File: config.mk
export PLATFORM = sky130hd
export DESIGN_NAME = pfs_fault_status_bank
export DESIGN_NICKNAME = d
export VERILOG_FILES = /design/src/verilog/pfs_pkg.sv /design/src/verilog/pfs_fault_status_bank.sv
export VERILOG_INCLUDE_DIRS = /design/src /design/src/verilog
export SDC_FILE = /design/constraint.sdc
export NUM_CORES = 1
export LEC_CHECK = 0
export BUFFER_PORTS_ARGS = -buffer_cell sky130_fd_sc_hd__buf_2
export CORE_MARGIN = 5
export CORE_UTILIZATION = 52
export CTS_BUF_LIST = sky130_fd_sc_hd__clkbuf_2
export CTS_CLUSTER_DIAMETER = 200
export CTS_CLUSTER_SIZE = 12
export DETAILED_ROUTE_END_ITERATION = 8
export PLACE_DENSITY = 0.82
export SLEW_MARGIN = 25
export SYNTH_ARGS = -nofsm -noshare
export SYNTH_HDL_FRONTEND = slang
export SYNTH_SLANG_ARGS = --single-unit
File: constraint.sdc
create_clock -name clk -period 1.81 [get_ports clk]
set_input_delay 0.0905 -clock clk [delete_from_list [all_inputs] [get_ports clk]]
set_output_delay 0.0905 -clock clk [all_outputs]
set_load 0.005 [all_outputs]
File: src/verilog/pfs_regs.svh
`ifndef PFS_REGS_SVH
`define PFS_REGS_SVH
// ----------------------------------------
// Command codes
// ----------------------------------------
`define PFS_CMD_STATUS_BYTE 8'h78
`define PFS_CMD_SUMMARY_WORD 8'h79
`define PFS_CMD_VOUT 8'h7A
`define PFS_CMD_IOUT 8'h7B
`define PFS_CMD_INPUT 8'h7C
`define PFS_CMD_TEMP 8'h7D
`define PFS_CMD_CML 8'h7E
`define PFS_CMD_MAKER 8'h80
`define PFS_CMD_PADS 8'hE5
`define PFS_CMD_COMMON 8'hEF
// ----------------------------------------
// Supported bits per status byte, alert and log bits, mask reset values and reserved bits
// ----------------------------------------
`define PFS_VOUT_SUP 8'hFE
`define PFS_IOUT_SUP 8'hA0
`define PFS_INPUT_SUP 8'hAA
`define PFS_INPUT_ALERT 8'h80
`define PFS_TEMP_SUP 8'hD0
`define PFS_CML_SUP 8'hFB
`define PFS_MAKER_SUP 8'hFF
`define PFS_MAKER_LOG_BIT 3
`define PFS_MAKER_MASK_RST 8'h11
`define PFS_MASK_RST 8'h00
`define PFS_PADS_RSVD 16'h3000
`define PFS_COMMON_RSVD 8'h04
`endif

File: src/verilog/pfs_pkg.sv
package pfs_pkg;
	typedef enum logic [2:0] {
		PFS_SEL_VOUT = 3'h0,
		PFS_SEL_IOUT = 3'h1,
		PFS_SEL_INPUT = 3'h2,
		PFS_SEL_TEMP = 3'h3,
		PFS_SEL_CML = 3'h4,
		PFS_SEL_MAKER = 3'h5
	} pfs_sel_t;
endpackage

File: src/verilog/pfs_fault_status_bank.sv
`timescale 1ns/1ps
`include "pfs_regs.svh"
module pfs_fault_status_bank #(
	parameter int CHANNELS = 2
) (
	input wire logic clk,
	input wire logic rst,
	input wire logic [CHANNELS-1:0] vEvt0,
	input wire logic [CHANNELS*8-1:0] voutEvt,
	input wire logic [CHANNELS*8-1:0] ioutEvt,
	input wire logic [7:0] inputEvt,
	input wire logic [CHANNELS*8-1:0] tempEvt,
	input wire logic [7:0] cmlEvt,
	input wire logic [7:0] makerEvt,
	input wire logic [CHANNELS-1:0] gpPulledLowEvt,
	input wire logic [CHANNELS-1:0] powerGood,
	input wire logic [7:0] statusByteIn,
	input wire logic page,
	input wire logic cmdWrite,
	input wire logic [7:0] cmdCode,
	input wire logic [7:0] cmdData,
	input wire logic clearAllFaults,
	input wire logic faultLogClear,
	input wire logic maskWrite,
	input wire logic [2:0] maskSel,
	input wire logic [7:0] maskData,
	input wire logic cmdRead,
	input wire logic [15:0] padInputs,
	input wire logic [7:0] commonInputs,
	output logic [15:0] readData,
	output logic readValid,
	output logic alertOut_n,
	output logic alertOe
);
	// ----------------------------------------
	// Status storage
	// ----------------------------------------
	logic [7:0] voutStat [CHANNELS];
	logic [7:0] ioutStat [CHANNELS];
	logic [7:0] tempStat [CHANNELS];
	logic [7:0] inputStat;
	logic [7:0] cmlStat;
	logic [7:0] makerShared;
	logic [CHANNELS-1:0] gpLow;
	logic [7:0] maskReg [6];
	logic [CHANNELS-1:0] chAlert;
	logic chSel;
	logic wr;
	assign chSel = page;
	assign wr = cmdWrite;

	// Hazard: a write-one clear in the same cycle as a new event loses to the event
	genvar ch;
	generate
		for (ch = 0; ch < CHANNELS; ch++) begin : g_ch
			logic selCh;
			assign selCh = (chSel == ch[0]);
			always_ff @(posedge clk) begin
				if (rst) begin
					voutStat[ch] <= 8'h00;
				end else if (clearAllFaults) begin
					voutStat[ch] <= voutEvt[ch*8 +: 8] & `PFS_VOUT_SUP;
				end else begin
					voutStat[ch] <= ((voutStat[ch] & ~((wr && selCh && cmdCode == `PFS_CMD_VOUT) ? cmdData : 8'h00))
						| voutEvt[ch*8 +: 8]) & `PFS_VOUT_SUP;
				end
			end
			always_ff @(posedge clk) begin
				if (rst) begin
					ioutStat[ch] <= 8'h00;
				end else if (clearAllFaults) begin
					ioutStat[ch] <= ioutEvt[ch*8 +: 8] & `PFS_IOUT_SUP;
				end else begin
					ioutStat[ch] <= ((ioutStat[ch] & ~((wr && selCh && cmdCode == `PFS_CMD_IOUT) ? cmdData : 8'h00))
						| ioutEvt[ch*8 +: 8]) & `PFS_IOUT_SUP;
				end
			end
			always_ff @(posedge clk) begin
				if (rst) begin
					tempStat[ch] <= 8'h00;
				end else if (clearAllFaults) begin
					tempStat[ch] <= tempEvt[ch*8 +: 8] & `PFS_TEMP_SUP;
				end else begin
					tempStat[ch] <= ((tempStat[ch] & ~((wr && selCh && cmdCode == `PFS_CMD_TEMP) ? cmdData : 8'h00))
						| tempEvt[ch*8 +: 8]) & `PFS_TEMP_SUP;
				end
			end
			always_ff @(posedge clk) begin
				if (rst) begin
					gpLow[ch] <= 1'b0;
				end else if (gpPulledLowEvt[ch]) begin
					gpLow[ch] <= 1'b1;
				end else if (clearAllFaults || (wr && selCh && cmdCode == `PFS_CMD_MAKER && cmdData[0])) begin
					gpLow[ch] <= 1'b0;
				end
			end
			assign chAlert[ch] = |(voutStat[ch] & ~maskReg[pfs_pkg::PFS_SEL_VOUT])
				| |(ioutStat[ch] & ~maskReg[pfs_pkg::PFS_SEL_IOUT])
				| |(tempStat[ch] & ~maskReg[pfs_pkg::PFS_SEL_TEMP])
				| (gpLow[ch] & ~maskReg[pfs_pkg::PFS_SEL_MAKER][0]);
		end
	endgenerate

	// ----------------------------------------
	// Shared status bytes
	// ----------------------------------------
	// input bits and bit-7 clear
	always_ff @(posedge clk) begin
		if (rst) begin
			inputStat <= 8'h00;
		end else if (clearAllFaults) begin
			inputStat <= inputEvt & `PFS_INPUT_SUP;
		end else begin
			inputStat <= ((inputStat & ~((wr && cmdCode == `PFS_CMD_INPUT) ? (cmdData & `PFS_INPUT_ALERT) : 8'h00))
				| inputEvt) & `PFS_INPUT_SUP;
		end
	end

	always_ff @(posedge clk) begin
		if (rst) begin
			cmlStat <= 8'h00;
		end else if (clearAllFaults) begin
			cmlStat <= cmlEvt & `PFS_CML_SUP;
		end else begin
			cmlStat <= ((cmlStat & ~((wr && cmdCode == `PFS_CMD_CML) ? cmdData : 8'h00)) | cmlEvt) & `PFS_CML_SUP;
		end
	end

	always_ff @(posedge clk) begin
		if (rst) begin
			makerShared <= 8'h00;
		end else begin
			for (int b = 1; b < 8; b++) begin
				if (makerEvt[b]) begin
					makerShared[b] <= 1'b1;
				end else if (b == `PFS_MAKER_LOG_BIT) begin
					if (faultLogClear) begin
						makerShared[b] <= 1'b0;
					end
				end else if (clearAllFaults || (wr && cmdCode == `PFS_CMD_MAKER && cmdData[b])) begin
					makerShared[b] <= 1'b0;
				end
			end
			makerShared[0] <= 1'b0;
		end
	end

	always_ff @(posedge clk) begin
		if (rst) begin
			for (int m = 0; m < 6; m++) begin
				maskReg[m] <= (m == 5) ? `PFS_MAKER_MASK_RST : `PFS_MASK_RST;
			end
		end else if (maskWrite && maskSel <= 3'h5) begin
			maskReg[maskSel] <= maskData;
		end
	end

	// ----------------------------------------
	// Summary and read mux
	// ----------------------------------------
	logic [7:0] makerView;
	logic [15:0] summary;
	logic [7:0] commonView;
	assign makerView = {makerShared[7:1], gpLow[chSel]};
	assign summary = {|voutStat[chSel], |ioutStat[chSel], |inputStat, |makerView,
		~powerGood[chSel], 3'h0, statusByteIn};

	// common byte, alert bit from own drive
	assign commonView = {~alertOe, commonInputs[6:0] & 7'(~`PFS_COMMON_RSVD)};

	always_ff @(posedge clk) begin
		if (rst) begin
			readData <= 16'h0000;
			readValid <= 1'b0;
		end else begin
			readValid <= cmdRead;
			if (cmdRead) begin
				unique case (cmdCode)
					`PFS_CMD_STATUS_BYTE: readData <= {8'h00, statusByteIn};
					`PFS_CMD_SUMMARY_WORD: readData <= summary;
					`PFS_CMD_VOUT: readData <= {8'h00, voutStat[chSel]};
					`PFS_CMD_IOUT: readData <= {8'h00, ioutStat[chSel]};
					`PFS_CMD_INPUT: readData <= {8'h00, inputStat};
					`PFS_CMD_TEMP: readData <= {8'h00, tempStat[chSel]};
					`PFS_CMD_CML: readData <= {8'h00, cmlStat};
					`PFS_CMD_MAKER: readData <= {8'h00, makerView};
					`PFS_CMD_PADS: readData <= padInputs & ~`PFS_PADS_RSVD;
					`PFS_CMD_COMMON: readData <= {8'h00, commonView};
					default: readData <= 16'h0000;
				endcase
			end
		end
	end

	// ----------------------------------------
	// Alert drive
	// ----------------------------------------
	// open-drain active-low alert
	always_ff @(posedge clk) begin
		if (rst || clearAllFaults) begin
			alertOe <= 1'b0;
		end else begin
			alertOe <= (|chAlert) | |(inputStat & `PFS_INPUT_ALERT & ~maskReg[pfs_pkg::PFS_SEL_INPUT])
				| |(cmlStat & ~maskReg[pfs_pkg::PFS_SEL_CML])
				| |(makerShared & 8'hFE & ~maskReg[pfs_pkg::PFS_SEL_MAKER]);
		end
	end
	assign alertOut_n = 1'b0;
endmodule

==> results of run 1 <==
[how the worst max path moves through the flow]
stage                     cells after the start        endpoint  slack (ns)
final                                         5    readData[14]     -0.0009
after global routing                          5    readData[14]       -0.02
after CTS                                     6     readData[0]        0.03
after detailed placement                      7  voutStat[1][3]        0.13
after global placement                        6    inputStat[7]        0.13
after floorplan                               6  voutStat[1][0]        0.31
[worst register-to-register path, delay by kind of cell (launching register included)]
| kind | cells | cell delay [ns] |
|---|---|---|
| AOI/OAI and AO/OA | 3 | 0.64 |
| buffers and inverters | 1 | 0.58 |
| and+or+nand+nor | 1 | 0.08 |
| DFF | 1 | 0.48 |
[state kept, by name, summed over array words and instances (netlist names)]
signal       cells
voutStat        14
inputStat        4
gpLow            2
makerShared      7
readValid        1
maskReg         28
tempStat         6
alertOe          1
ioutStat         4
readData        16
cmlStat          7
[repair_timing]
action | 4_1_cts | 5_1_grt
endpoints found under the setup margin | 0 | 11
hold buffers | 106 | 3
setup buffers | 0 | 1
hold endpoints to repair | 88 | 3
gates resized for setup | 0 | 12
[cell usage in the layout (no fill, tap or decap), drive strengths merged, types with 5 or more instances in the layout]
cell type    synthesis  final
and2                28     28
nor2b                5      5
edfxtp              52     52
nand3               16     16
nand2               32     32
a31oi               27     27
mux2i               11     11
inv                 38     42
clkbuf              15      9
dfxtp               38     38
nand4                7      7
o21ai                8      8
nor2                57     57
a22oi                9      9
o22ai               10     10
dlygate4sd3          0    108
conb                 2     25
nor4                 9      9
a21oi               28     28
nand2b              12     12
buf                 11    148
a311oi              18     18
nor3                10     10
and3                 6      6
[routing by layer]
metal	vias up	routed length, um	track usage, %	share of wire (%)
met5	-	0	0	0
met2	513	8360	50.8	46
li1	2365	-	-	-
met3	145	2080	7.27	11
met1	2476	6290	35.3	35
met4	0	1490	19.5	8.2
[logic make-up (layout without fill, tap and decap cells)]
group	Yosys count	after routing	synth area share, %
AOI/OAI and AO/OA	128	128	18.9
buffers and inverters	65	311	5.71
DFF	90	90	48.8
muxes	15	15	3.50
other	2	26	0.158
and+or+nand+nor	199	199	22.9
[power groups by stage]
stage	registers, uW	logic (uW)	clock network (uW)
final	2390	812	1050
after CTS	2370	736	1030
after global routing	2400	858	1130
after floorplan	2380	309	0
after global placement	2410	544	0
after detailed placement	2420	560	0
[per-stage QoR]
step	cell area, um^2	util [%]	hold WS [ns]
global route	6910	78.5	0.000724
floorplan	4840	-	0.163
finish	6910	78.5	-0.00227
detailed placement	5670	64.3	0.299
CTS	6840	77.6	0.000101
global placement	5670	64.3	0.293
[final cells by class]
type	instances	area, um^2
sequential	90	2320
multi-input combinational	367	2280
timing repair buffer	256	1910
fill	524	1900
inverter	39	146
tap	108	135
clock inverter	7	66.3
clock buffer	9	45.0
antenna	1	2.50
==> summary.md, run 1 <==
| Metric | Value |
|---|---|
| CTS Root Cell | clkbuf_2 |
| Setup TNS | -0.000890 ns |
| Largest net degree at the start of global routing | 44 |
| DPL Wire Length | 11.1 mm |
| Largest cells by area after synthesis | edfxtp_1 33%, dfxtp_1 16%, nor2_1 4.4% |
| Syn_area_per_cell | about 9.5 um^2 |
| Critical Path, Cell by Cell | nor2_1, a21oi_2, a22oi_2, a211oi_2, dlygate4sd3_1 |
| Worst-path clk slew | 0.27 ns |
| Top-count cell post-synth | nor2_1 |
| Antenna violations before repair | 1 |
| Fin. Hold Viols | 2 |
| Pwr Density | around 620 nW/um^2 |
| CP Class | reg -> reg |
| Min Tclk post-route | 1.81 ns |
| Worst Path Arrival | 2.34 ns |
| Critical Path RT | 2.34 ns |
| Post-synth EDFFs | 52 |
| Sw frac | 29.2% |
| Routed WL | ~18 mm |
| Total GRT Usage | just over 30% |
| Worst slack, placed | 0.131 ns |
| Max-slew violation count | 0 |
| Combinational share of power | 19.1% |
| Worst-Margin Slew | roughly 0.54 ns |
| Nets | approximately 910 |
| Sequential share of power | a little under three fifths |
| Via density | roughly 6.3 |
| CTS tree | done |
| # rows | 34 |
| Area Growth Syn to Fin | 45.3% |
| Crit path max fanout | 4 |
| RR Endpoint | readData[14] |
| Yosys top cell by area | edfxtp_1 |
| CTS Buf Count | 9 |
| Mapped Area | around 4800 um^2 |
| Family with the most delay on the worst path | compound AO/OA/AOI/OAI gates |
| Max Cap Violations | 0 |
| WL/cell | about 21 um |
| Synth cell count leaders | 56 x nor2_1, 52 x edfxtp_1, 38 x dfxtp_1, 38 x inv_1, 32 x nand2_1 |
| Clock power frac | roughly 25% |
| Die Y | 106 um |
| Core area | 8810 um^2 |
| Outcome | complete, but fails checks |
| Cell leakage power | between 0.002 and 0.003 uW |
| PortBufs | 126 |
| Final WS setup | -0.000890 ns |
| Worst setup SP type | register |
| Ys Warns | 0 |
| Layout cells sized above 1 | 25.0% |
| Fmax | between 500 and 600 MHz |
| Tot Pwr | around 4300 uW |
| CP startpoint | ioutStat[1][0] |
| Seq/Total Area, Yosys | between 40 and 50% |
| H-tree depth | 3 |
| Flops & latches, synth | 90 |
| Clock latency on the worst-skew pair | roughly 0.55 ns |
| Die W | ~110 um |
| Failing checks | negative hold slack, negative setup slack |
| Worst Hold Path Cells | 4 |
| Hold slack | -0.00227 ns |
| Slowest CP cell | dlygate4sd3_1 |
| Reg2Reg Launch Point | ioutStat[1][0] |
| Crit end category | register |
| Grt total ovfl | 0 |
| Vias in the first global route | about 5400 |
| CTS Buffer Depth | 2 |
| Cell Count Post-Placement | about 750 |
| Pint | ~3000 uW |
| CP Buf/Inv Count | 1 |
| Fin cells | approximately 880 |
| R2r setup slk | -0.0009 ns |
| R2R cell count | 5 |
| Psw | about 1200 uW |
| Top cell type's share of synthesized area | 32.8% |
| Drt first pass iters | 8 |
| CTS Sinks | 90 |
| Initial DRC count | roughly 780 |
| Main synth FF type | edfxtp_1 |
| Cell variety after synth | 62 |
| Gpl congestion | about 0.9 |
| Setup violations, final | 1 |
| ANT nets after route | 0 |
| Final worst-path cycle share | 100% |
| Async SR Flop Fraction | 0% |
| Remaining DRCs | 0 |
| Die ar. | approximately 11000 um^2 |
| CP max stage delay | 0.58 ns |
| First-pass GRT wire length | around 27 mm |
| Hold Startpoint | commonInputs[6] |
| Initial Util | 54.0% |
| Hold Crit Class | in -> reg |
| Vias | 5499 |
| Clk_skew | 0.0389 ns |
| Slew margin rel. | 63.8% |
| # IOs | about 160 |
| Hold endpoint | readData[6] |
| Syn Inst Count | around 500 |
| VDD IR max | around 0.34 mV |
(Power assumes the default switching activity.)
==> inputs of run 2 (changes only) <==
Settings changed: CORE_MARGIN 5 to 10.
==> summary.md, run 2 (same netlist as run 1, synthesis figures left out) <==
| Metric | Value |
|---|---|
| Outcome | complete, but fails checks |
| Failing checks | negative setup slack |
| Largest registers | maskReg x28, readData x16, voutStat x14 |
| Remaining DRCs | 0 (unchanged) |
| CTS Buffer Depth | 2 (unchanged) |
| Final WS setup | -0.0151 ns (-0.0142 ns) |
| Worst Path Arrival | 2.28 ns (-0.06 ns) |
| Largest Register | maskReg |
| Initial DRC count | 918 (+18%) |
| CTS Root Cell | clkbuf_2 |
| Worst-Margin Slew | 0.552 ns (+0.00983 ns) |
| Reg area | 2320 um^2 (unchanged) |
| Via density | 6.20 (-1.1%) |
| CTS Sinks | 90 (unchanged) |
| Nets | 919 (+1.2%) |
| CTS Buf Count | 9 (unchanged) |
| Vias in the first global route | 5581 (+3.9%) |
| Fin. Hold Viols | 0 (-2) |
| Final worst-path cycle share | 101% (+0.78 points) |
| Hold Crit Class | in -> reg |
| Clock latency on the worst-skew pair | 0.57 ns (+0.02 ns) |
| CP Class | in -> reg |
| Clk_skew | 0.0316 ns (-0.00728 ns) |
| Highest-count cells in the layout ignoring fill and taps | 126 x buf_2, 112 x dlygate4sd3_1, 56 x nor2_1, 52 x edfxtp_1, 38 x inv_1 |
| Largest register FFs | 28 (unchanged) |
| PortBufs | 126 (unchanged) |
| Fin area | 7000 um^2 (+1.3%) |
| Crit path max fanout | 43 (+39) |
| Grt total ovfl | 0 (unchanged) |
| Vias | 5515 (+0.29%) |
| Tot Pwr | 4250 uW (about the same) |
| Critical Path RT | 2.27 ns (-0.07 ns) |
| Worst setup SP type | input pin |
| Gpl congestion | 0.905 (+2.5%) |
| Max Cap Violations | 0 (unchanged) |
| Die ar. | 13400 um^2 (+20%) |
| H-tree depth | 3 (unchanged) |
| ANT nets after route | 0 (unchanged) |
| First-pass GRT wire length | 28.5 mm (+5.8%) |
| Worst slack, placed | 0.116 ns (-0.0148 ns) |
| CTS tree | done |
| Setup violations, final | 1 (unchanged) |
| Layout cells sized above 1 | 25.3% (+0.29 points) |
| VDD IR max | 0.384 mV (+14%) |
| Placed Area | 5690 um^2 (+0.35%) |
| WL/cell | 21.4 um (+2.9%) |
| Antenna violations before repair | 0 (-1) |
| Core area | 8810 um^2 (unchanged) |
| Cell leakage power | 0.00292 uW (+1.7%) |
| Die Y | 116 um (+9.5%) |
| # IOs | 164 (unchanged) |
| Total GRT Usage | 26.9% (-3.6 points) |
| Fillers | 489 (-6.7%) |
| Slew margin rel. | 63.1% (-0.72 points) |
| DPL Wire Length | 11.8 mm (+6.5%) |
| Routed WL | 19.0 mm (+4.4%) |
| Fmax | 548 MHz (-0.78%) |
| # rows | 34 (unchanged) |
| Max-slew violation count | 0 (unchanged) |
| Area Growth Syn to Fin | 47.2% |
| Min Tclk post-route | 1.83 ns (+0.0142 ns) |
| Drt first pass iters | 7 (-1) |
| Die W | 116 um (+9.5%) |
| Worst-path clk slew | 0.24 ns (-0.03 ns) |
| Area occupied by multi-input gates | 2270 um^2 (-0.27%) |
| Initial Util | 54.0% (unchanged) |
| Pwr Density | 607 nW/um^2 (-1.4%) |
| Largest net degree at the start of global routing | 44 (unchanged) |
| Crit end category | register |
| Most common library cell in the layout ignoring fill and taps | buf_2 |
[run 2: changes by cell type in the layout (fill, tap and decap cells not counted), sizes merged]
| cell | delta |
|---|---|
| buf | +7 |
| dlygate4sd3 | +4 |
| clkinv | -2 |
| inv | +2 |
| diode | +1 |
[run 2: worst paths after layout]
kind / start / endpoint / slack (ns) / cells past startpoint
min reg2reg: readData[3] / readData[3] / 0.47 / 2
min: commonInputs[4] / readData[4] / 0.01 / 4
max reg2reg: makerShared[1] / readData[1] / 0.01 / 4
max: clearAllFaults / voutStat[1][1] / -0.02 / 7
[run 2: repair_timing]
item,in CTS,in global routing
setup endpoints to repair,0,11
buffers inserted,0,7
resized for setup,0,8
endpoints found under the hold margin,89,1
hold buffers,111,1
[run 2: worst max-delay path: stages]
cell and delay, ns:
dlygate4sd3_1 0.54, buf_2 0.15, clkinv_1 0.05, buf_6 0.31
a21oi_1 0.15, a311oi_1 0.37, dlygate4sd3_1 0.60
[run 2: area by class of cell]
| class | instances | share of cell area [%] |
|---|---|---|
| flip-flops and latches | 90 | 33.2 |
| multi-input cells | 367 | 32.4 |
| repair buffers | 267 | 28.7 |
| inverters | 39 | 2.09 |
| well taps | 108 | 1.93 |
| clock inverters | 7 | 0.929 |
| clock buffers | 9 | 0.643 |
| diodes | 2 | 0.0715 |
[run 2: report_power, final]
part	switching [uW]	internal, uW	leakage (uW)	total (uW)
Clock	712	322	0.0000779	1030
Sequential	95.2	2290	0.000827	2390
Combinational	413	414	0.00201	827
Total	1220	3030	0.00292	4250
[run 2: per-stage QoR]
step           hold WS [ns]  TNS (ns)  std cells  util [%]
3_3_place_gp          0.292         0        752      64.6
6_report             0.0132   -0.0151        889      79.5
3_5_place_dp          0.305         0        752      64.6
2_1_floorplan         0.163         0        522         -
5_1_grt             0.00331   -0.0501        887      79.5
4_1_cts             0.00917         0        879      78.4
[run 2: layer usage]
metal	up-vias	share of wire, %	track usage (%)
li1	2398	-	-
met1	2474	34	30.0
met2	496	47	45.4
met3	147	12	7.44
met4	0	7.3	15.8
met5	-	0	0
